**config.mk**
```make
export PLATFORM = sky130hd
export DESIGN_NAME = system_clock_source_divider_select
export DESIGN_NICKNAME = d
export VERILOG_FILES = /design/src/hw/clk_pkg.sv /design/src/hw/div_if.sv /design/src/hw/system_clock_source_divider_select.sv /design/src/hw/edge_sync.sv /design/src/hw/pulse_div.sv
export VERILOG_INCLUDE_DIRS = /design/src /design/src/hw
export SDC_FILE = /design/constraint.sdc
export NUM_CORES = 1
export LEC_CHECK = 0
export BUFFER_PORTS_ARGS = -buffer_cell sky130_fd_sc_hd__buf_2
export CAP_MARGIN = 20
export CORE_MARGIN = 4
export CORE_UTILIZATION = 50
export CTS_CLUSTER_SIZE = 30
export DETAILED_ROUTE_END_ITERATION = 16
export GPL_TIMING_DRIVEN = 1
export PLACE_DENSITY_LB_ADDON = 0.2
export REMOVE_ABC_BUFFERS = 1
export SETUP_SLACK_MARGIN = 0.2
export SYNTH_ARGS = -nofsm -noshare
export SYNTH_HDL_FRONTEND = slang
export SYNTH_SLANG_ARGS = --single-unit
```
**constraint.sdc**
```tcl
create_clock -name clk -period 2.8 [get_ports clk]
set_clock_uncertainty 0.2 [all_clocks]
set_input_delay 0.84 -clock clk [delete_from_list [all_inputs] [get_ports clk]]
set_output_delay 0.84 -clock clk [all_outputs]
set_load 0.01 [all_outputs]
```
**src/hw/clk_defs.svh**
```systemverilog
// offsets, field positions, reset values and counts of the system clock selector
// assumes inclusion by bare name from the package and the modules
// How it works
// RULE_01 - source code 00 in the mode register selects the on-chip oscillator
// RULE_02 - source code 01 selects the main oscillator input
// RULE_03 - source code 10 selects the sub-oscillator input
// RULE_04 - divide code 11 gives /8, 10 gives /4, 01 gives /2, 00 passes through
// RULE_05 - after reset the on-chip oscillator divided by eight is selected
// RULE_06 - instruction clock is the system clock divided by three
// RULE_07 - one instruction clock cycle is one machine cycle
// RULE_08 - source code 11 is ignored and keeps the active source
`ifndef CLK_DEFS_SVH
`define CLK_DEFS_SVH

`define ADDR_W            3
`define DATA_W            4
`define ADDR_MODE         3'h0
`define ADDR_STATUS       3'h1
`define ADDR_MCYC0        3'h2
`define ADDR_MCYC1        3'h3
`define ADDR_MCYC2        3'h4
`define ADDR_MCYC3        3'h5

`define MODE_SRC_LSB      0
`define MODE_DIV_LSB      2
`define MODE_RESET        4'hC

`define SRC_RING          2'h0
`define SRC_MAIN          2'h1
`define SRC_SUB           2'h2
`define SRC_NONE          2'h3

`define DIV_THRU          2'h0
`define DIV_2             2'h1
`define DIV_4             2'h2
`define DIV_8             2'h3

`define STAT_MAIN_BIT     0
`define STAT_SUB_BIT      1
`define STAT_PHASE_LSB    2

`define RATIO_W           4
`define INST_DIV          4'h3
`define RING_DIV_DEFAULT  8
`define MCYC_W            16

`endif

```
**src/hw/clk_pkg.sv**
```systemverilog
// types and helpers shared by the clock selector modules
// assumes clk_defs.svh is on the include path
`include "clk_defs.svh"

package clk_pkg;

  typedef logic [1:0]          clk_src_t;
  typedef logic [1:0]          div_code_t;
  typedef logic [`RATIO_W-1:0] ratio_t;

  // divide code to number of source ticks per system tick
  function automatic ratio_t div_ratio(input div_code_t code);
    case (code)
      `DIV_8:  div_ratio = 4'h8;
      `DIV_4:  div_ratio = 4'h4;
      `DIV_2:  div_ratio = 4'h2;
      default: div_ratio = 4'h1;
    endcase
  endfunction

endpackage

```
**src/hw/div_if.sv**
```systemverilog
// carrier between the selector and a tick divider
// assumes both ends run on the one system clock
`timescale 1ns/1ps

interface div_if #(
  parameter int W = 4
);
  logic         in_tick;
  logic [W-1:0] ratio;
  logic         clear;
  logic         out_tick;
  logic [W-1:0] phase;

  modport ctrl (output in_tick, output ratio, output clear, input out_tick, input phase);
  modport div  (input in_tick, input ratio, input clear, output out_tick, output phase);
endinterface

```
**src/hw/system_clock_source_divider_select.sv**
```systemverilog
// system clock source and divider selection with instruction clock generation
// assumes oscillator pins are asynchronous and far slower than clk; rates leave as enables
//
// The plain strobed port and the register addresses were chosen for this implementation.
`timescale 1ns/1ps
`include "clk_defs.svh"

module system_clock_source_divider_select #(
  parameter int RING_DIV = `RING_DIV_DEFAULT
) (
  input  wire logic                   clk,
  input  wire logic                   rst,
  input  wire logic                   main_osc_in,
  input  wire logic                   sub_osc_in,
  input  wire logic [`ADDR_W-1:0]     addr,
  input  wire logic [`DATA_W-1:0]     wdata,
  input  wire logic                   wr,
  input  wire logic                   rd,
  output logic      [`DATA_W-1:0]     rdata,
  output logic                        sys_clk,
  output logic                        instruction_clk,
  output logic                        machine_cycle,
  output clk_pkg::clk_src_t           active_src
);
  import clk_pkg::*;

  // the ring stand-in needs a whole count; the read mux hands out fixed counter nibbles
  if (RING_DIV < 1) begin : g_ring_div_check
    $error("RING_DIV must be at least 1");
  end
  if (`MCYC_W != 16) begin : g_mcyc_check
    $error("machine cycle counter must be 16 bits for the nibble map");
  end
  if (`MODE_DIV_LSB + 2 > `DATA_W) begin : g_field_check
    $error("mode fields do not fit the data width");
  end

  localparam int RW = $clog2(RING_DIV + 1);

  // reset mode split into its fields once, so both registers agree with the header
  localparam clk_src_t  RESET_SRC = clk_src_t'(`MODE_RESET >> `MODE_SRC_LSB);
  localparam div_code_t RESET_DIV = div_code_t'(`MODE_RESET >> `MODE_DIV_LSB);

  // one register index compare, shared by every strobe decode
  function automatic logic hit(input logic               strobe,
                               input logic [`ADDR_W-1:0] a,
                               input logic [`ADDR_W-1:0] idx);
    hit = strobe && (a == idx);
  endfunction

  // nibble k of a counter value, as the read port hands it out
  function automatic logic [`DATA_W-1:0] nib(input logic [`MCYC_W-1:0] v,
                                             input int                 k);
    nib = v[k*`DATA_W +: `DATA_W];
  endfunction

  logic main_rise, sub_rise;

  edge_sync u_main (
    .clk  (clk),
    .rst  (rst),
    .pin  (main_osc_in),
    .rise (main_rise)
  );

  edge_sync u_sub (
    .clk  (clk),
    .rst  (rst),
    .pin  (sub_osc_in),
    .rise (sub_rise)
  );

  // on-chip oscillator stand-in: a free divider of clk
  logic [RW-1:0] ring_cnt_q, ring_cnt_d;
  logic          ring_tick_q, ring_tick_d;

  always_comb begin
    ring_tick_d = 1'b0;
    if (ring_cnt_q >= RW'(RING_DIV - 1)) begin
      ring_cnt_d  = '0;
      ring_tick_d = 1'b1;
    end else begin
      ring_cnt_d  = RW'(ring_cnt_q + RW'(1));
    end
  end

  always_ff @(posedge clk) begin
    if (rst) begin
      ring_cnt_q  <= '0;
      ring_tick_q <= 1'b0;
    end else begin
      ring_cnt_q  <= ring_cnt_d;
      ring_tick_q <= ring_tick_d;
    end
  end

  // mode register: source held apart so an unsupported code cannot disturb it
  clk_src_t  src_q, src_d;
  div_code_t divc_q, divc_d;
  logic      restart_q, restart_d;
  logic      wr_mode, wr_mcyc, rd_mcyc, rd_status;

  // every register strobe decoded in one place
  always_comb begin
    wr_mode   = hit(wr, addr, `ADDR_MODE);
    wr_mcyc   = hit(wr, addr, `ADDR_MCYC0);
    rd_mcyc   = hit(rd, addr, `ADDR_MCYC0);
    rd_status = hit(rd, addr, `ADDR_STATUS);
  end

  always_comb begin
    src_d     = src_q;
    divc_d    = divc_q;
    restart_d = 1'b0;
    if (wr_mode) begin
      divc_d    = wdata[`MODE_DIV_LSB +: 2]; // see RULE_04
      restart_d = 1'b1;
      if (wdata[`MODE_SRC_LSB +: 2] != `SRC_NONE) begin // see RULE_08
        src_d = wdata[`MODE_SRC_LSB +: 2];
      end
    end
  end

  always_ff @(posedge clk) begin
    if (rst) begin
      src_q     <= RESET_SRC; // see RULE_05
      divc_q    <= RESET_DIV; // see RULE_05
      restart_q <= 1'b0;
    end else begin
      src_q     <= src_d;
      divc_q    <= divc_d;
      restart_q <= restart_d;
    end
  end

  // source tick mux
  logic src_tick;

  always_comb begin
    case (src_q)
      `SRC_RING: src_tick = ring_tick_q; // see RULE_01
      `SRC_MAIN: src_tick = main_rise;   // see RULE_02
      `SRC_SUB:  src_tick = sub_rise;    // see RULE_03
      default:   src_tick = 1'b0;
    endcase
  end

  div_if #(.W(`RATIO_W)) sys_bus ();
  div_if #(.W(`RATIO_W)) ins_bus ();

  // restart both dividers on a mode write so the first period after a switch is whole
  assign sys_bus.in_tick = src_tick;
  assign sys_bus.ratio   = div_ratio(divc_q); // see RULE_04
  assign sys_bus.clear   = restart_q;

  pulse_div #(.W(`RATIO_W)) u_sys_div (
    .clk (clk),
    .rst (rst),
    .d   (sys_bus.div)
  );

  assign ins_bus.in_tick = sys_bus.out_tick;
  assign ins_bus.ratio   = `INST_DIV; // see RULE_06
  assign ins_bus.clear   = restart_q;

  pulse_div #(.W(`RATIO_W)) u_ins_div (
    .clk (clk),
    .rst (rst),
    .d   (ins_bus.div)
  );

  assign sys_clk         = sys_bus.out_tick;
  assign instruction_clk = ins_bus.out_tick;
  assign machine_cycle   = ins_bus.out_tick; // see RULE_07
  assign active_src      = src_q;

  // machine cycle counter with a snapshot taken when the low nibble is read
  logic [`MCYC_W-1:0] mcyc_q, mcyc_d;
  logic [`MCYC_W-1:0] snap_q, snap_d;

  always_comb begin
    mcyc_d = mcyc_q;
    snap_d = snap_q;
    if (wr_mcyc) begin
      mcyc_d = {{(`MCYC_W-1){1'b0}}, ins_bus.out_tick};
    end else if (ins_bus.out_tick) begin
      mcyc_d = `MCYC_W'(mcyc_q + `MCYC_W'(1)); // see RULE_07
    end
    if (rd_mcyc) begin
      snap_d = mcyc_q;
    end
  end

  always_ff @(posedge clk) begin
    if (rst) begin
      mcyc_q <= '0;
      snap_q <= '0;
    end else begin
      mcyc_q <= mcyc_d;
      snap_q <= snap_d;
    end
  end

  // oscillator activity flags, cleared by reading status; a new edge wins over the clear
  logic main_seen_q, main_seen_d;
  logic sub_seen_q, sub_seen_d;

  always_comb begin
    main_seen_d = main_rise | (main_seen_q & ~rd_status);
    sub_seen_d  = sub_rise  | (sub_seen_q  & ~rd_status);
  end

  always_ff @(posedge clk) begin
    if (rst) begin
      main_seen_q <= 1'b0;
      sub_seen_q  <= 1'b0;
    end else begin
      main_seen_q <= main_seen_d;
      sub_seen_q  <= sub_seen_d;
    end
  end

  // read port, data in the cycle after the strobe
  logic [`DATA_W-1:0] rdata_q, rdata_d;

  always_comb begin
    rdata_d = '0;
    if (rd) begin
      case (addr)
        `ADDR_MODE:   rdata_d = {divc_q, src_q};
        `ADDR_STATUS: rdata_d = {ins_bus.phase[1:0], sub_seen_q, main_seen_q};
        `ADDR_MCYC0:  rdata_d = nib(mcyc_q, 0);
        `ADDR_MCYC1:  rdata_d = nib(snap_q, 1);
        `ADDR_MCYC2:  rdata_d = nib(snap_q, 2);
        `ADDR_MCYC3:  rdata_d = nib(snap_q, 3);
        default:      rdata_d = '0;
      endcase
    end
  end

  always_ff @(posedge clk) begin
    if (rst) begin
      rdata_q <= '0;
    end else begin
      rdata_q <= rdata_d;
    end
  end

  assign rdata = rdata_q;

endmodule

```
**src/hw/edge_sync.sv**
```systemverilog
// three-stage synchroniser with rising edge detect for an oscillator pin
// assumes the pin toggles well below half the clk rate
`timescale 1ns/1ps

module edge_sync (
  input  wire logic clk,
  input  wire logic rst,
  input  wire logic pin,
  output logic      rise
);

  logic s1_q, s2_q, s3_q, lvl_q, rise_q;
  logic lvl_d, rise_d;

  always_comb begin
    // level moves only once the two later stages agree
    lvl_d  = (s2_q == s3_q) ? s3_q : lvl_q;
    rise_d = lvl_d & ~lvl_q;
  end

  always_ff @(posedge clk) begin
    if (rst) begin
      s1_q   <= 1'b0;
      s2_q   <= 1'b0;
      s3_q   <= 1'b0;
      lvl_q  <= 1'b0;
      rise_q <= 1'b0;
    end else begin
      s1_q   <= pin;
      s2_q   <= s1_q;
      s3_q   <= s2_q;
      lvl_q  <= lvl_d;
      rise_q <= rise_d;
    end
  end

  assign rise = rise_q;

endmodule

```
**src/hw/pulse_div.sv**
```systemverilog
// divides a tick stream by a run-time ratio, one output pulse per ratio input ticks
// assumes ratio is at least one and stable between clears
`timescale 1ns/1ps

module pulse_div #(
  parameter int W = 4
) (
  input  wire logic clk,
  input  wire logic rst,
  div_if.div        d
);

  logic [W-1:0] cnt_q, cnt_d;
  logic         out_q, out_d;

  // a one-bit count cannot hold the divide ratios of the clock tree
  if (W < 2) begin : g_width_check
    $error("pulse_div needs W of at least 2");
  end

  always_comb begin
    cnt_d = cnt_q;
    out_d = 1'b0;
    if (d.clear) begin
      cnt_d = '0;
    end else if (d.in_tick) begin
      if (cnt_q >= W'(d.ratio - W'(1))) begin
        cnt_d = '0;
        out_d = 1'b1;
      end else begin
        cnt_d = W'(cnt_q + W'(1));
      end
    end
  end

  always_ff @(posedge clk) begin
    if (rst) begin
      cnt_q <= '0;
      out_q <= 1'b0;
    end else begin
      cnt_q <= cnt_d;
      out_q <= out_d;
    end
  end

  assign d.out_tick = out_q;
  assign d.phase    = cnt_q;

endmodule

```
==> impl_metrics.py <==
metrics = {
    "run_status": {
        "status": "finished clean",
    },
    "detailed_routing": {
        "wire_per_inst_um": 13.0,
        "dr_total_vias": 2142,
        "viasPerCell": 5.28,
        "dr.first_iter.drc_count": 69,
        "drt-total-wl_um": 5300,
        "final_antenna_net_count": 0,
        "drc": 0,
        "drt-pass1-iter-count": 4,
    },
    "synth": {
        "synth_edf_count": 0,
        "synthFlopType": "dfxtp_1",
        "yosys.cell_types.count": 51,
        "yosysSeqAreaShare": 0.452,
        "syn_area_um2": 2830,
        "async_flop_share": 0,
        "synth-seq-cells": 64,
        "syn_area_per_cell_um2": 9.08,
        "ys_warn_count": 0,
        "syn_inst": 312,
    },
    "placement": {
        "post-dp-hpwl_um": 3810,
        "port_buffers": 21,
        "gp_congestion": 0.747,
    },
    "global_routing": {
        "grt_pass1_wl_um": 9000,
        "antenna_found_initial": 0,
        "grt_pass1_vias": 1902,
        "grt_max_degree": 18,
        "track_usage": 0.160,
        "overflow": 0,
    },
    "cts": {
        "clk_latency_ns": 0.33,
        "clock_path_buffers": 2,
        "clkTransAtPathRegs_ns": 0.07,
        "cts_resized": 0,
        "clkSinkCount": 64,
        "ctsHoldBuffers": 0,
        "h-tree-depth": 3,
        "postCtsSetupRepairBufs": 0,
        "cts_buffers": 9,
        "cts_tree": "built",
        "root_buffer": "clkbuf_8",
    },
    "die": {
        "die-area_um2": 6930,
        "rows": 27,
        "die_h_um": 83.3,
        "fp.dieW_um": 83.3,
        "start_util": 0.514,
        "ios": 22,
        "core_um2": 5510,
    },
    "pwr": {
        "finalPower_w": 0.00179,
        "swShare": 0.226,
        "power.share.clock": 0.434,
        "intPower_w": 0.00139,
        "pwr-share-seq": 0.518,
        "p_sw_w": 0.000405,
        "p_per_area_nw_per_um2": 570,
        "ir_drop_mv": 0.294,
        "combPwrFrac": 0.048,
        "p_leak_nw": 1.16,
    },
    "critical_path": {
        "max_stage_delay_ns": 0.49,
        "crit_chain": "or2_2 > ha_1 > nand2b_1 > a2111oi_4 > o21ai_1 > o31ai_1",
        "start_kind": "flop",
        "crit_type": "reg2reg",
        "slowest_stage": "a2111oi_4",
        "critPathArrivalTime_ns": 2.27,
        "cp.required_ns": 2.84,
        "crit_path_max_fanout": 6,
        "end_kind": "flop",
    },
    "sta": {
        "period_share": 0.794,
        "slew_viol_final": 0,
        "fmax_mhz": 450,
        "tightest_slew_ns": 0.575,
        "timing_hold_violations_final": 0,
        "rsz0062_at_grt": "false",
        "setup_viol": 0,
        "slew_headroom": 0.615,
        "finalSetupTns_ns": 0,
        "final.min_clock_period_ns": 2.22,
    },
    "finish": {
        "mostFrequentLayoutCell": "dfxtp_1",
        "nets": 351,
        "syn_to_final_growth_pct": 11.2,
        "drive_gt1_frac": 0.174,
        "final_util": 0.572,
        "final_cell_mix": "dfxtp_1 (64), nand2_1 (39), nor2_1 (31)",
        "fillers": 528,
        "num_antenna_cells": 0,
    },
    "hold_path": {
        "hp-class": "reg2reg",
    },
    "flow_run": {
        "drv_cap": 0,
    },
}
routing by layer:
| metal | share of wire | global-route usage | up-vias | wire, um |
|---|---|---|---|---|
| met5 | 0 | 0 | - | 0 |
| met4 | 0.011 | 0.0446 | 0 | 60 |
| met3 | 0.042 | 0.0625 | 5 | 222 |
| met2 | 0.43 | 0.230 | 27 | 2280 |
| met1 | 0.52 | 0.220 | 997 | 2740 |
| li1 | - | - | 1113 | - |
flip-flops by register name, indices dropped and copies added, names as in the netlist, 2 cells and up:
name and cells:
active_src 2, divc_q 2, mcyc_q 16, rdata 4
ring_cnt_q 4, snap_q 12, u_ins_div.d.phase 4, u_sys_div.d.phase 4
layout make-up:
| type | count | area (um2) | area share |
|---|---|---|---|
| repair buffers | 23 | 120 | 0.0381 |
| flip-flops and latches | 64 | 1280 | 0.407 |
| inverters | 11 | 41.3 | 0.0131 |
| clock buffers | 11 | 141 | 0.0449 |
| clock inverters | 5 | 56.3 | 0.0179 |
| multi-input cells | 220 | 1420 | 0.451 |
| well taps | 72 | 90.1 | 0.0286 |
final timing paths:
| check | slack [ns] | depth (start not counted) | start | endpoint |
|---|---|---|---|---|
| worst max-delay path | 0.58 | 6 | divc_q[1] | u_sys_div.d.phase[0] |
| worst min-delay path | 0.21 | 1 | u_sub.lvl_q | u_sub.rise |
| worst max register to register | 0.58 | 6 | divc_q[1] | u_sys_div.d.phase[0] |
| worst min register to register | 0.21 | 1 | u_sub.lvl_q | u_sub.rise |
cells in the mapped netlist (2+ instances only):
cell / number / area, um2
and2_1: 2 / 12.5
a22oi_1: 3 / 22.5
a21oi_1: 22 / 110
o22ai_1: 3 / 18.8
nor4_2: 4 / 50.1
o22a_1: 3 / 26.3
o21ai_0: 5 / 25.0
nor2_1: 31 / 116
ha_1: 9 / 113
nor2_4: 2 / 22.5
nor3_1: 8 / 40.0
nand2_1: 39 / 146
inv_1: 11 / 41.3
nand4b_1: 2 / 17.5
a211o_1: 2 / 17.5
buf_2: 7 / 35.0
xor2_1: 3 / 26.3
o211ai_1: 2 / 15.0
clkbuf_1: 7 / 26.3
xnor2_1: 10 / 87.6
nor3_2: 2 / 20.0
o2111ai_1: 2 / 17.5
a2bb2oi_1: 3 / 26.3
dfxtp_1: 64 / 1280
a2111oi_0: 2 / 17.5
nand3b_1: 2 / 15.0
a31oi_1: 2 / 12.5
nand3_1: 8 / 40.0
or3_1: 2 / 12.5
or2_2: 3 / 18.8
nand4_1: 5 / 31.3
mux2i_1: 6 / 60.1
nor2b_1: 9 / 56.3
mux2_2: 5 / 56.3
nand2b_1: 4 / 25.0
nor4_1: 2 / 12.5
buf_6: 2 / 22.5
cell families after synthesis:
kind of cell / count (synthesis) / share of synthesized area
muxes: 11 / 0.0411
buffers and inverters: 28 / 0.0468
adders and majority gates: 9 / 0.0398
other: 1 / 0.00132
and+or+nand+nor: 132 / 0.250
DFF: 64 / 0.452
xor gates and xnor gates: 13 / 0.0402
AOI/OAI and AO/OA: 54 / 0.129
metrics by stage:
stage	worst slack [ns]	cell area [um2]	hold WS (ns)	cells
2_1_floorplan	0.740	2740	0.190	295
4_1_cts	0.580	3150	0.216	406
6_report	0.576	3150	0.211	406
5_1_grt	0.411	3150	0.249	406
3_5_place_dp	0.514	2950	0.208	390
3_3_place_gp	0.537	2950	0.201	390
power by group through the flow:
stage	clock network [W]	logic, W	registers (W)
after detailed placement	0	0.0000851	0.000951
after global placement	0	0.0000836	0.000951
after global routing	0.000852	0.0000947	0.000931
after CTS	0.000806	0.0000855	0.000930
after floorplan	0	0.0000465	0.000949
final	0.000779	0.0000853	0.000930
critical path, delay by kind of cell, from the launching register on:
family / cells / cell delay, ns
fa+ha+maj: 1 / 0.26
simple gates: 2 / 0.47
compound gates: 3 / 0.86
flops: 1 / 0.36
Note: power is estimated with default switching activity, not from simulation.
